[src/inc/dws_pkg.sv]
// Contract
// RULE_01: Window and independent watchdogs keep separate counters, tick sources and resets.
// RULE_02: Option strap or software command activates; only a device reset deactivates.
// RULE_03: Software reloads the window counter before timeout and inside the window.
// RULE_04: Window counter expiring without refresh requests reset; 75 us to 64 ms. The code's shortest timeout is one WW_PRESCALE step, 1 ms at 16 MHz.
// RULE_05: Window reload while counter above window value requests reset.
// RULE_06: Independent watchdog counts low-speed oscillator edges, surviving CPU clock loss.
// RULE_07: Independent timeout spans 60 us to 1 s by prescaler and reload. The code gives 31.25 us to 1.024 s at 128 kHz.
// RULE_08: Both reset requests merge into one system reset request output.
//
package dws_pkg;

   // ****************************************************************
   // Window watchdog
   // ****************************************************************
   localparam int WW_CNT_W = 7;
   localparam int WW_TIMEOUT_BIT = 6;
   localparam logic [WW_CNT_W-1:0] WW_CNT_RST = 7'h7f;
   localparam logic [WW_CNT_W-1:0] WW_WIN_RST = 7'h7f;
   localparam logic [WW_CNT_W-1:0] WW_CNT_LAST = 7'h40;
   localparam int WW_CPU_HZ = 16000000;
   localparam int WW_TMIN_US = 75;
   localparam int WW_TMAX_US = 64000;
   localparam int WW_STEPS = 64;
   // CPU clock ticks per counter step, so 64 steps give the longest timeout.
   localparam int WW_PRESCALE = WW_TMAX_US * (WW_CPU_HZ / 1000000) / WW_STEPS;
   localparam int WW_DIV_W = 14;

   // ****************************************************************
   // Independent watchdog
   // ****************************************************************
   localparam int IW_OSC_HZ = 128000;
   localparam int IW_TMIN_US = 60;
   localparam int IW_TMAX_US = 1000000;
   localparam int IW_RLD_W = 8;
   localparam int IW_SEL_W = 3;
   localparam int IW_DIV_W = 10;
   localparam logic [IW_RLD_W-1:0] IW_RLD_RST = 8'hff;
   localparam logic [IW_SEL_W-1:0] IW_SEL_RST = 3'h0;
   localparam logic [IW_DIV_W-1:0] IW_PRE_BASE = 10'h004;
   localparam logic [IW_RLD_W-1:0] IW_CNT_ZERO = 8'h00;

endpackage

[src/design/dws_divider.sv]
`timescale 1ns/1ps
module dws_divider #(
   parameter int DIV_W = 10
) (
   // Clock and reset.
   input wire logic ref_clk,
   input wire logic rst,
   // Input ticks, restart and ratio.
   input wire logic tick_in,
   input wire logic restart,
   input wire logic [DIV_W-1:0] ratio,
   // Output tick, one pulse per ratio input ticks.
   output logic tick_out
);
   import dws_pkg::*;

   logic [DIV_W-1:0] cnt_q;
   logic [DIV_W-1:0] cnt_d;
   logic last;

   // A ratio of zero behaves as one so the output never stops for good.
   assign last = (cnt_q >= ratio - DIV_W'(1)) || (ratio == '0);
   assign tick_out = tick_in && last && !restart;

   // Restart discards the partial period so a refresh gets a full step.
   always_comb begin
      cnt_d = cnt_q;
      if (restart) begin
         cnt_d = '0;
      end else if (tick_in) begin
         cnt_d = last ? '0 : cnt_q + DIV_W'(1);
      end
   end

   always_ff @(posedge ref_clk) begin
      if (rst) begin
         cnt_q <= '0;
      end else begin
         cnt_q <= cnt_d;
      end
   end

endmodule

[src/design/dws_top.sv]
`timescale 1ns/1ps
module dws_top #(
   parameter int WW_DIV = dws_pkg::WW_PRESCALE
) (
   // Clock and reset.
   input wire logic ref_clk,
   input wire logic rst,
   // Option straps, read once after reset release.
   input wire logic opt_window_en,
   input wire logic opt_indep_en,
   // CPU clock enable, one pulse per CPU clock cycle.
   input wire logic cpu_tick,
   // Low-speed oscillator pin, asynchronous.
   input wire logic low_speed_internal_osc,
   // Window watchdog software port.
   input wire logic ww_activate,
   input wire logic ww_count_wr,
   input wire logic [dws_pkg::WW_CNT_W-1:0] ww_count_in,
   input wire logic ww_window_wr,
   input wire logic [dws_pkg::WW_CNT_W-1:0] ww_window_in,
   // Independent watchdog software port.
   input wire logic iw_activate,
   input wire logic iw_refresh,
   input wire logic iw_cfg_wr,
   input wire logic [dws_pkg::IW_SEL_W-1:0] iw_sel_in,
   input wire logic [dws_pkg::IW_RLD_W-1:0] iw_reload_in,
   // Status.
   output logic ww_active,
   output logic [dws_pkg::WW_CNT_W-1:0] ww_count,
   output logic iw_active,
   output logic [dws_pkg::IW_RLD_W-1:0] iw_count,
   output logic ww_reset_flag,
   output logic iw_reset_flag,
   // Merged reset request.
   output logic sys_reset_req
);
   import dws_pkg::*;

   // ****************************************************************
   // Oscillator synchroniser and edge detect
   // ****************************************************************
   logic osc_meta_q;
   logic osc_sync_q;
   logic osc_prev_q;
   logic osc_rise;

   // The first stage feeds only the second one.
   always_ff @(posedge ref_clk) begin
      if (rst) begin
         osc_meta_q <= 1'b0;
         osc_sync_q <= 1'b0;
         osc_prev_q <= 1'b0;
      end else begin
         osc_meta_q <= low_speed_internal_osc;
         osc_sync_q <= osc_meta_q;
         osc_prev_q <= osc_sync_q;
      end
   end

   // The independent time base comes from the oscillator alone.
   assign osc_rise = osc_sync_q && !osc_prev_q; // see RULE_06

   // ****************************************************************
   // Strap capture
   // ****************************************************************
   logic boot_done_q;
   logic boot_done_d;
   logic strap_now;

   // Straps are sampled in the first clocked cycle after release, never in reset.
   assign strap_now = !boot_done_q;

   always_comb begin
      boot_done_d = 1'b1;
   end

   always_ff @(posedge ref_clk) begin
      if (rst) begin
         boot_done_q <= 1'b0;
      end else begin
         boot_done_q <= boot_done_d;
      end
   end

   // ****************************************************************
   // Window watchdog
   // ****************************************************************
   logic ww_act_q;
   logic ww_act_d;
   logic [WW_CNT_W-1:0] ww_cnt_q;
   logic [WW_CNT_W-1:0] ww_cnt_d;
   logic [WW_CNT_W-1:0] ww_win_q;
   logic [WW_CNT_W-1:0] ww_win_d;
   logic ww_rst_q;
   logic ww_rst_d;
   logic ww_step;
   logic ww_timeout;
   logic ww_early;
   logic ww_bad_load;

   // The window prescaler runs on the CPU clock, so it halts if that clock fails.
   dws_divider #(
      .DIV_W(WW_DIV_W)
   ) u_ww_div (
      .ref_clk(ref_clk),
      .rst(rst),
      .tick_in(cpu_tick),
      .restart(ww_count_wr),
      .ratio(WW_DIV_W'(WW_DIV)),
      .tick_out(ww_step)
   );

   // Expiry is the step that would clear the timeout bit.
   assign ww_timeout = ww_act_q && ww_step && !ww_count_wr
      && (ww_cnt_q == WW_CNT_LAST); // see RULE_04
   // A reload while the count still sits above the window is too early.
   assign ww_early = ww_act_q && ww_count_wr && (ww_cnt_q > ww_win_q); // see RULE_05
   // Loading a value with the timeout bit clear expires at once.
   assign ww_bad_load = ww_act_q && ww_count_wr && !ww_count_in[WW_TIMEOUT_BIT];

   // Activation is sticky; nothing but reset clears it.
   always_comb begin
      ww_act_d = ww_act_q || ww_activate || (strap_now && opt_window_en); // see RULE_02
      ww_win_d = ww_window_wr ? ww_window_in : ww_win_q;
      ww_cnt_d = ww_cnt_q;
      if (ww_count_wr) begin
         ww_cnt_d = ww_count_in;
      end else if (ww_step) begin
         ww_cnt_d = ww_cnt_q - WW_CNT_W'(1);
      end
      ww_rst_d = ww_rst_q || ww_timeout || ww_early || ww_bad_load;
   end

   always_ff @(posedge ref_clk) begin
      if (rst) begin
         ww_act_q <= 1'b0;
         ww_cnt_q <= WW_CNT_RST;
         ww_win_q <= WW_WIN_RST;
         ww_rst_q <= 1'b0;
      end else begin
         ww_act_q <= ww_act_d;
         ww_cnt_q <= ww_cnt_d;
         ww_win_q <= ww_win_d;
         ww_rst_q <= ww_rst_d;
      end
   end

   // ****************************************************************
   // Independent watchdog
   // ****************************************************************
   logic iw_act_q;
   logic iw_act_d;
   logic [IW_RLD_W-1:0] iw_cnt_q;
   logic [IW_RLD_W-1:0] iw_cnt_d;
   logic [IW_RLD_W-1:0] iw_rld_q;
   logic [IW_RLD_W-1:0] iw_rld_d;
   logic [IW_SEL_W-1:0] iw_sel_q;
   logic [IW_SEL_W-1:0] iw_sel_d;
   logic iw_rst_q;
   logic iw_rst_d;
   logic iw_step;
   logic iw_start;
   logic iw_reload;
   logic [IW_DIV_W-1:0] iw_ratio;

   // Ratio is 4 shifted by the select, giving 4 up to 512 oscillator edges.
   assign iw_ratio = IW_PRE_BASE << iw_sel_q; // see RULE_07
   assign iw_start = !iw_act_q && iw_act_d;
   assign iw_reload = iw_start || (iw_act_q && iw_refresh);

   // Separate divider instance; it shares no state with the window side.
   dws_divider #(
      .DIV_W(IW_DIV_W)
   ) u_iw_div (
      .ref_clk(ref_clk),
      .rst(rst),
      .tick_in(osc_rise),
      .restart(iw_reload),
      .ratio(iw_ratio),
      .tick_out(iw_step)
   ); // see RULE_01

   // Configuration is accepted any time; the reload value applies from the next reload, the select at once.
   always_comb begin
      iw_act_d = iw_act_q || iw_activate || (strap_now && opt_indep_en); // see RULE_02
      iw_rld_d = iw_cfg_wr ? iw_reload_in : iw_rld_q;
      iw_sel_d = iw_cfg_wr ? iw_sel_in : iw_sel_q;
      iw_cnt_d = iw_cnt_q;
      iw_rst_d = iw_rst_q;
      if (iw_reload) begin
         iw_cnt_d = iw_rld_q;
      end else if (iw_act_q && iw_step) begin
         if (iw_cnt_q == IW_CNT_ZERO) begin
            iw_rst_d = 1'b1; // see RULE_06
         end else begin
            iw_cnt_d = iw_cnt_q - IW_RLD_W'(1);
         end
      end
   end

   always_ff @(posedge ref_clk) begin
      if (rst) begin
         iw_act_q <= 1'b0;
         iw_cnt_q <= IW_RLD_RST;
         iw_rld_q <= IW_RLD_RST;
         iw_sel_q <= IW_SEL_RST;
         iw_rst_q <= 1'b0;
      end else begin
         iw_act_q <= iw_act_d;
         iw_cnt_q <= iw_cnt_d;
         iw_rld_q <= iw_rld_d;
         iw_sel_q <= iw_sel_d;
         iw_rst_q <= iw_rst_d;
      end
   end

   // ****************************************************************
   // Outputs
   // ****************************************************************
   logic sys_req_q;
   logic sys_req_d;

   // The request holds until the reset controller resets this block.
   always_comb begin
      sys_req_d = sys_req_q || ww_rst_q || iw_rst_q; // see RULE_08
   end

   always_ff @(posedge ref_clk) begin
      if (rst) begin
         sys_req_q <= 1'b0;
      end else begin
         sys_req_q <= sys_req_d;
      end
   end

   assign sys_reset_req = sys_req_q;
   assign ww_active = ww_act_q;
   assign ww_count = ww_cnt_q;
   assign iw_active = iw_act_q;
   assign iw_count = iw_cnt_q;
   assign ww_reset_flag = ww_rst_q;
   assign iw_reset_flag = iw_rst_q;

endmodule

[config.mk]
export PLATFORM = sky130hd
export DESIGN_NAME = dws_top
export DESIGN_NICKNAME = d
export VERILOG_FILES = /design/src/inc/dws_pkg.sv /design/src/design/dws_divider.sv /design/src/design/dws_top.sv
export SDC_FILE = /design/constraint.sdc
export NUM_CORES = 1
export LEC_CHECK = 0
export BUFFER_PORTS_ARGS = -buffer_cell sky130_fd_sc_hd__buf_2
export CAP_MARGIN = 25
export CORE_AREA = 2 2 101 103
export CTS_CLUSTER_DIAMETER = 120
export DETAILED_ROUTE_END_ITERATION = 8
export DIE_AREA = 0 0 103 105
export PLACE_DENSITY = 0.74
export SLEW_MARGIN = 0
export SYNTH_ARGS = -nofsm -noshare
export SYNTH_HDL_FRONTEND = slang
export SYNTH_HIERARCHICAL = 1
export SYNTH_SLANG_ARGS = --single-unit
[constraint.sdc]
create_clock -name ref_clk -period 9.7 [get_ports ref_clk]
set_input_delay 1.94 -clock ref_clk [delete_from_list [all_inputs] [get_ports ref_clk]]
set_output_delay 1.94 -clock ref_clk [all_outputs]
set_load 0.01 [all_outputs]
==> results of run 1 <==
cell usage in the layout (no fill, tap or decap), drive strengths merged, types with 5 or more instances in the layout:
master | Yosys | routed
dfxtp | 66 | 66
buf | 10 | 56
nand2 | 52 | 52
conb | 2 | 49
ha | 39 | 39
nor2 | 34 | 34
xnor2 | 26 | 26
inv | 23 | 25
nor4 | 22 | 22
xor2 | 20 | 20
nor3 | 20 | 20
a21oi | 17 | 17
mux2i | 16 | 16
a211oi | 14 | 14
nand4 | 13 | 13
nand3 | 12 | 12
o211ai | 12 | 12
nor3b | 10 | 10
clkbuf | 9 | 9
o21ai | 7 | 7
nor2b | 6 | 6
nand2b | 5 | 5
and3 | 5 | 5
power by group through the flow:
stage / logic, mW / clock network, mW / registers [mW]
6_report: 0.0949 / 0.262 / 0.294
5_1_grt: 0.108 / 0.276 / 0.295
4_1_cts: 0.0941 / 0.267 / 0.294
3_5_place_dp: 0.0936 / 0 / 0.300
3_3_place_gp: 0.0902 / 0 / 0.300
2_1_floorplan: 0.0685 / 0 / 0.299
cells by family (layout without fill, tap and decap cells):
kind of cell             count (synthesis)  after routing  synth area share [%]
AO/OA/AOI/OAI                           71             71                  13.0
AND/OR/NAND/NOR                        201            201                  26.7
adder cells (fa/ha/maj)                 39             39                  11.5
buffers and inverters                   43             96                  4.05
other                                    2             49                 0.176
XOR/XNOR                                46             46                  9.46
flip-flops                              66             66                  31.0
multiplexers                            17             17                  4.11
area by class of cell:
| cell class | instances | share of cell area, % |
|---|---|---|
| clock buffers | 9 | 2.47 |
| clock inverters | 7 | 1.97 |
| inverters | 24 | 1.79 |
| multi-input cells | 423 | 58.6 |
| flip-flops and latches | 66 | 26.3 |
| well taps | 133 | 3.31 |
| repair buffers | 56 | 5.58 |
worst max-delay path, cell delays in order:
cell and delay (ns):
buf_2 0.19, nand3_1 0.16, nor3_1 0.28, o311a_1 0.55
o31a_1 0.36, nor3b_1 0.35, nand3_1 0.15, nor4b_1 0.26
a211oi_1 0.08
registers in the layout, summed over array words and instances, names as in the netlist, 3 cells and up:
name	count
iw_sel_q	3
ww_count	7
iw_count	8
u_iw_div/cnt_q	10
iw_rld_q	8
ww_win_q	7
u_ww_div/cnt_q	14
layer usage:
metal / vias up / wire, µm / track usage, %
li1: 1901 / - / -
met1: 1710 / 4220 / 22.7
met2: 54 / 4580 / 29.7
met3: 11 / 317 / 3.75
met4: 0 / 91 / 4.14
met5: - / 0 / 0
path summary, 6_finish.rpt:
check / end / slack, ns
worst max-delay path: ww_count[6]$_SDFFE_PP1P_ / 5.61
worst min-delay path: osc_sync_q$_SDFF_PP0_ / 0.46
worst max register to register: iw_count[7]$_SDFFE_PP1P_ / 5.69
worst min register to register: osc_sync_q$_SDFF_PP0_ / 0.46
through the flow:
stage | cell area [µm²] | power (mW) | hold slack [ns] | setup slack, ns | instances
after floorplan | 4430 | 0.367 | 0.414 | 5.89 | 532
after CTS | 5020 | 0.655 | 0.459 | 5.63 | 718
final | 5020 | 0.651 | 0.461 | 5.61 | 718
after global placement | 4800 | 0.390 | 0.440 | 5.36 | 702
after detailed placement | 4800 | 0.394 | 0.447 | 5.25 | 702
after global routing | 5020 | 0.680 | 0.478 | 5.27 | 718
==> qor.yml, run 1 <==
global_route:
  grt_antenna_before_repair: 0
  grt_pass1_wl_um: 15700
  grt_pass1_vias: 3531
  grt_usage_pct: 17.6
  grt-ovfl-total: 0
  grt_max_degree: 30
clocking:
  cts_tree: "done"
  hold_buffers: 0
  root_buffer: "clkbuf_8"
  htreeDepth: 3
  cts_made_buffers: 9
  cts_resized: 0
  clock_sinks: 66
  cts_setup_buffers: 0
  insertion_delay_ns: 0.35
  clockBufferDepth: 2
  clk_pin_slew_worst_paths_ns: 0.09
timing:
  rsz0062_at_grt: "false"
  hold_violations: 0
  worst_pin_slew_ns: 0.840
  period_share_pct: 42.2
  setup_violations: 0
  setup-tns-final_ns: 0
  finClkSkew_ns: 0.0181
  relSlewSlack_pct: 44.0
  drv_slew: 0
  post-route-min-period_ns: 4.09
  clock.fmax_ghz: 0.244
synth:
  synth_area_leaders: "dfxtp_1, ha_1, xnor2_1"
  ys_seq_area_share_pct: 31.0
  synthCells: 485
  synthesis.area_mm2: 0.00426
  synth.top_cell.area_share_pct: 31.0
  yosysWarnings: 6
  synthTopCellsByCount: "dfxtp_1, nand2_1, ha_1"
  yosysTopAreaCell: "dfxtp_1"
  ys_async_sr_fraction_pct: 0
  synth_cell_types: 65
  synth_seq_cells: 66
  synth_edf_count: 0
  syn_avg_cell_area_um2: 8.78
  yosysMostFrequentCell: "dfxtp_1"
  synth_top_flop_cell: "dfxtp_1"
min_path:
  holdPathStages: 1
  hold_start: "osc_meta_q$_SDFF_PP0_"
  worstHoldPathType: "reg2reg"
routing:
  wirelength_um: 9210
  wl_per_cell_um: 12.8
  first_iter_violations: 110
  drtPass1Iterations: 4
  antenna_left: 0
  dr_total_vias: 3676
  viasPerCell: 5.12
  remaining_drc_errors: 0
finish:
  nFillCells: 916
  fin_nets: 656
  final_util_pct: 52.1
  syn_to_final_growth_pct: 17.9
  multi_input_area_mm2: 0.00294
  antenna_cells: 0
  final_layout_size_suffix_gt1_share_pct: 16.1
  ff_latch_area_mm2: 0.00132
pwr:
  peakVddDrop_mv: 0.0884
  power_frac_comb_pct: 14.6
  clock_power_share_pct: 40.3
  leakage_nw: 2.12
  swShare_pct: 28.0
  p_int_mw: 0.469
  p_sw_mw: 0.182
  p_per_area_mw_per_mm2: 130
  power.sequential.fraction_pct: 45.2
setup_path:
  crit_arrival_ns: 4.32
  rr_startpoint: "iw_sel_q[2]$_SDFFE_PP0P_"
  criticalPathCategory: "in2reg"
  worstPathMaxFanout: 15
  cp-start-kind: "primary input"
  crit_start: "cpu_tick"
  critical_path_required_ns: 9.93
  crit_path_end_kind: "register"
  reg2reg_depth: 13
floorplanning:
  dieWidth_um: 103
  die_h_um: 105
  start_util_pct: 44.2
  die_area_mm2: 0.0108
  ios: 57
  fp.coreArea_mm2: 0.00964
  num_rows: 36
status:
  status: "finished clean"
flow_run:
  drv_cap: 0
placed_design:
  port_buffers: 56
  hpwl_um: 6960
  gp_congestion: 0.827
Power figures use the tool's default switching activity.
==> run 2, diff against run 1 <==
Clock period 9.7 ns to 4 ns, I/O delays scaled along.
==> qor.yml, run 2 (synthesis results as in run 1) <==
clocking:
  clk_pin_slew_worst_paths_ns: 0.08
  insertion_delay_ns: 0.33
  cts_tree: "done"
  root_buffer: "clkbuf_8"
  htreeDepth: 3
  clock_sinks: 66
  cts_made_buffers: 9
  clockBufferDepth: 2
  hold_buffers: 0
pwr:
  power_frac_comb_pct: 14.9
  power.sequential.fraction_pct: 44.9
  p_int_mw: 1.17
  clock_power_share_pct: 40.2
  swShare_pct: 26.2
  peakVddDrop_mv: 0.216
  p_sw_mw: 0.415
  p_per_area_mw_per_mm2: 312
  leakage_nw: 2.18
finish:
  final_cell_mix: "dfxtp_1, buf_2, nand2_1, conb_1, ha_1"
  nFillCells: 925
  top_regs: "u_ww_div/cnt_q (14), u_iw_div/cnt_q (10)"
  top_register: "u_ww_div/cnt_q"
  fin_nets: 661
  final_common_cell: "dfxtp_1"
  final_layout_size_suffix_gt1_share_pct: 17.1
  largest_register_ffs: 14
  final_util_pct: 52.9
  antenna_cells: 0
  syn_to_final_growth_pct: 19.7
status:
  status: "finished clean"
global_route:
  grt_usage_pct: 18.4
  grt_pass1_vias: 3495
  grt-ovfl-total: 0
  grt_antenna_before_repair: 0
  grt_max_degree: 30
  grt_pass1_wl_um: 16200
floorplanning:
  fp.coreArea_mm2: 0.00964
  start_util_pct: 44.2
  die_h_um: 105
  dieWidth_um: 103
  ios: 57
  num_rows: 36
  die_area_mm2: 0.0108
setup_path:
  regToRegSetupSlack_ns: 0.28
  reg2reg_depth: 13
  rr_startpoint: "iw_sel_q[2]$_SDFFE_PP0P_"
  worstPathMaxFanout: 9
  crit_arrival_ns: 3.97
  cp-endpoint: "iw_count[7]$_SDFFE_PP1P_"
  criticalPathCategory: "reg2reg"
  crit_start: "iw_sel_q[2]$_SDFFE_PP0P_"
  reg2reg_to: "iw_count[7]$_SDFFE_PP1P_"
  cp-start-kind: "register"
  crit_path_end_kind: "register"
  critical_path_required_ns: 4.25
routing:
  drt-met1-wl_um: 4300
  remaining_drc_errors: 0
  first_iter_violations: 128
  viasPerCell: 5.11
  antenna_left: 0
  met2_length_um: 4630
  highest_layer: "met4"
  dr_total_vias: 3696
  wl_per_cell_um: 13.0
  drtPass1Iterations: 4
  met3_length_um: 371
  wirelength_um: 9380
placed_design:
  gp_congestion: 0.816
  port_buffers: 56
  hpwl_um: 6890
timing:
  rsz0062_at_grt: "false"
  worst_pin_slew_ns: 0.918
  hold_violations: 0
  setup-tns-final_ns: 0
  relSlewSlack_pct: 38.8
  finClkSkew_ns: 0.00928
  setup_violations: 0
  period_share_pct: 93.1
  clock.fmax_ghz: 0.269
  drv_slew: 0
  post-route-min-period_ns: 3.72
flow_run:
  drv_cap: 0
min_path:
  worstHoldPathType: "reg2reg"
-- run 2: layout make-up --
cell class                      count  area, µm²  share of cell area, %
Tap cell                          133        166                   3.27
Inverter                           24       90.1                   1.77
Sequential cell                    66       1320                   25.9
Clock buffer                       12        155                   3.05
Multi-Input combinational cell    423       2970                   58.3
Timing Repair Buffer               61        318                   6.24
Clock inverter                      4       73.8                   1.45
-- run 2: worst min-delay path by stage --
stage	start	end	slack (ns)	depth (start not counted)
after floorplan	osc_meta_q$_SDFF_PP0_	osc_sync_q$_SDFF_PP0_	0.41	1
after global placement	osc_meta_q$_SDFF_PP0_	osc_sync_q$_SDFF_PP0_	0.44	1
after detailed placement	osc_meta_q$_SDFF_PP0_	osc_sync_q$_SDFF_PP0_	0.44	1
after CTS	osc_meta_q$_SDFF_PP0_	osc_sync_q$_SDFF_PP0_	0.46	1
after global routing	osc_meta_q$_SDFF_PP0_	osc_sync_q$_SDFF_PP0_	0.48	1
final	osc_meta_q$_SDFF_PP0_	osc_sync_q$_SDFF_PP0_	0.45	1
-- run 2: routing by layer --
| layer | vias to the layer above | GRT usage (%) |
|---|---|---|
| li1 | 1910 | - |
| met1 | 1702 | 24.7 |
| met2 | 79 | 30.0 |
| met3 | 5 | 3.48 |
| met4 | 0 | 4.61 |
| met5 | - | 0 |
-- run 2: power groups by stage --
stage	clock network (mW)	logic [mW]	registers, mW
after global routing	0.684	0.270	0.717
after global placement	0	0.221	0.726
after CTS	0.656	0.231	0.712
after detailed placement	0	0.229	0.727
after floorplan	0	0.166	0.724
final	0.638	0.237	0.713
-- run 2: metrics by stage --
stage          power [mW]  hold slack [ns]  setup WS (ns)  instance area, µm²  cells
6_report             1.59            0.454          0.276                5090    723
5_1_grt              1.67            0.478         0.0196                5090    723
2_1_floorplan       0.890            0.414          0.454                4430    532
3_3_place_gp        0.947            0.437          0.335                4830    706
4_1_cts              1.60            0.463         0.0463                5060    722
3_5_place_dp        0.956            0.443         0.0944                4830    706
-- run 2: repair_timing --
| item | in CTS | in global routing |
|---|---|---|
| buffers inserted | 0 | 1 |
| setup endpoints to repair | 0 | 3 |
| resized for setup | 0 | 5 |
-- run 2: critical path: stages, from the launching register on --
cell and delay, ns:
dfxtp_1 0.45, nor2_1 0.13, or4_4 0.58, nor3_4 0.19, nand2_1 0.09, xor2_1 0.16
ha_1 0.29, nand4_1 0.25, o21ai_4 0.28, nor3b_4 0.29, nor4bb_4 0.32, nor4b_4 0.32
nor4_1 0.10, a221oi_2 0.20
==> run 3, diff against run 2 <==
Settings changed: HOLD_SLACK_MARGIN set to 0.1, RECOVER_POWER set to 100.
==> qor.yml, run 3 (synthesis results as in run 1) <==
timing:
  relSlewSlack_pct: 36.4
  setup-tns-final_ns: 0
  drv_slew: 0
  post-route-min-period_ns: 3.72
  setup_violations: 0
  rsz0062_at_grt: "false"
  period_share_pct: 93.0
  clock.fmax_ghz: 0.269
  finClkSkew_ns: 0.00951
  hold_violations: 0
  worst_pin_slew_ns: 0.954
routing:
  met3_length_um: 283
  antenna_left: 0
  drtPass1Iterations: 4
  viasPerCell: 5.15
  highest_layer: "met4"
  drt-met1-wl_um: 4480
  dr_total_vias: 3726
  wl_per_cell_um: 13.1
  remaining_drc_errors: 0
  met2_length_um: 4640
  first_iter_violations: 155
  wirelength_um: 9500
floorplanning:
  die_area_mm2: 0.0108
  fp.coreArea_mm2: 0.00964
  die_h_um: 105
  num_rows: 36
  start_util_pct: 44.2
  ios: 57
  dieWidth_um: 103
clocking:
  root_buffer: "clkbuf_8"
  clock_sinks: 66
  clockBufferDepth: 2
  cts_tree: "done"
  hold_buffers: 0
  cts_made_buffers: 9
  insertion_delay_ns: 0.34
  clk_pin_slew_worst_paths_ns: 0.08
  htreeDepth: 3
pwr:
  peakVddDrop_mv: 0.215
  p_per_area_mw_per_mm2: 315
  leakage_nw: 2.12
min_path:
  hold_start: "osc_meta_q$_SDFF_PP0_"
  worstHoldPathType: "reg2reg"
setup_path:
  crit_path_end_kind: "register"
  crit_start: "iw_sel_q[2]$_SDFFE_PP0P_"
  regToRegSetupSlack_ns: 0.28
  cp-start-kind: "register"
  critical_path_required_ns: 4.25
  crit_arrival_ns: 3.97
  criticalPathCategory: "reg2reg"
  rr_startpoint: "iw_sel_q[2]$_SDFFE_PP0P_"
  worstPathMaxFanout: 9
finish:
  top_regs: "u_ww_div/cnt_q (14), u_iw_div/cnt_q (10)"
  syn_to_final_growth_pct: 18.4
  finalNonFillerCells: 723
  final_area_mm2: 0.00504
  final_layout_size_suffix_gt1_share_pct: 12.5
  final_common_cell: "dfxtp_1"
  nFillCells: 945
  fin_nets: 661
  top_register: "u_ww_div/cnt_q"
  antenna_cells: 0
  final_util_pct: 52.3
  final_cell_mix: "dfxtp_1, nand2_1, conb_1, ha_1"
  largest_register_ffs: 14
global_route:
  grt_antenna_before_repair: 0
  grt-ovfl-total: 0
  grt_max_degree: 30
  grt_usage_pct: 18.4
  grt_pass1_wl_um: 16200
  grt_pass1_vias: 3495
placed_design:
  gp_congestion: 0.816
  hpwl_um: 6890
  port_buffers: 56
  placed_cell_area_mm2: 0.00483
  placed_cells: 706
flow_run:
  drv_cap: 0
status:
  status: "finished clean"
==> run 3: cell count changes in the layout (fill, tap and decap cells not counted), sizes merged <==
| cell | previous run | this run |
|---|---|---|
| buf | 61 | 35 |
| clkbuf | 12 | 38 |
==> run 3: routing by layer <==
layer  vias up  track usage [%]
met3         7             3.48
met1      1752             24.7
met2        58             30.0
met5         -                0
li1       1909                -
met4         0             4.61
==> run 3: cell type report <==
type / instances / area, µm² / area share, %
timing repair buffer: 61 / 275 / 5.46
clock buffer: 12 / 155 / 3.08
sequential: 66 / 1320 / 26.2
multi-input combinational: 423 / 2960 / 58.7
tap: 133 / 166 / 3.30
inverter: 24 / 90.1 / 1.79
clock inverter: 4 / 73.8 / 1.46
==> run 3: repair_timing <==
| item | CTS | global route |
|---|---|---|
| setup buffers | 0 | 1 |
| setup endpoints to repair | 0 | 3 |
| resized for setup | 0 | 5 |
==> run 3: report_power, final <==
group	internal, mW	switching (mW)	total, mW
combinational	0.0973	0.135	0.233
clock	0.386	0.257	0.643
sequential	0.684	0.0288	0.713
==> run 3: final timing paths <==
| check | end | cells past startpoint |
|---|---|---|
| max | iw_count[7]$_SDFFE_PP1P_ | 13 |
| min | osc_sync_q$_SDFF_PP0_ | 1 |
| max reg2reg | iw_count[7]$_SDFFE_PP1P_ | 13 |
| min reg2reg | osc_sync_q$_SDFF_PP0_ | 1 |
==> run 3: critical path, cell delays in order (launching register included) <==
cell	delay [ns]
dfxtp_1	0.45
nor2_1	0.13
or4_4	0.58
nor3_4	0.19
nand2_1	0.09
xor2_1	0.16
ha_1	0.29
nand4_1	0.24
o21ai_4	0.28
nor3b_4	0.29
nor4bb_4	0.32
nor4b_4	0.32
nor4_1	0.10
a221oi_2	0.20
==> run 3: per-stage QoR <==
stage,worst slack [ns],hold slack [ns],total power [mW]
2_1_floorplan,0.454,0.414,0.890
3_3_place_gp,0.335,0.437,0.947
3_5_place_dp,0.0944,0.443,0.956
4_1_cts,0.0463,0.463,1.60
5_1_grt,0.0227,0.478,1.67
6_report,0.280,0.453,1.59
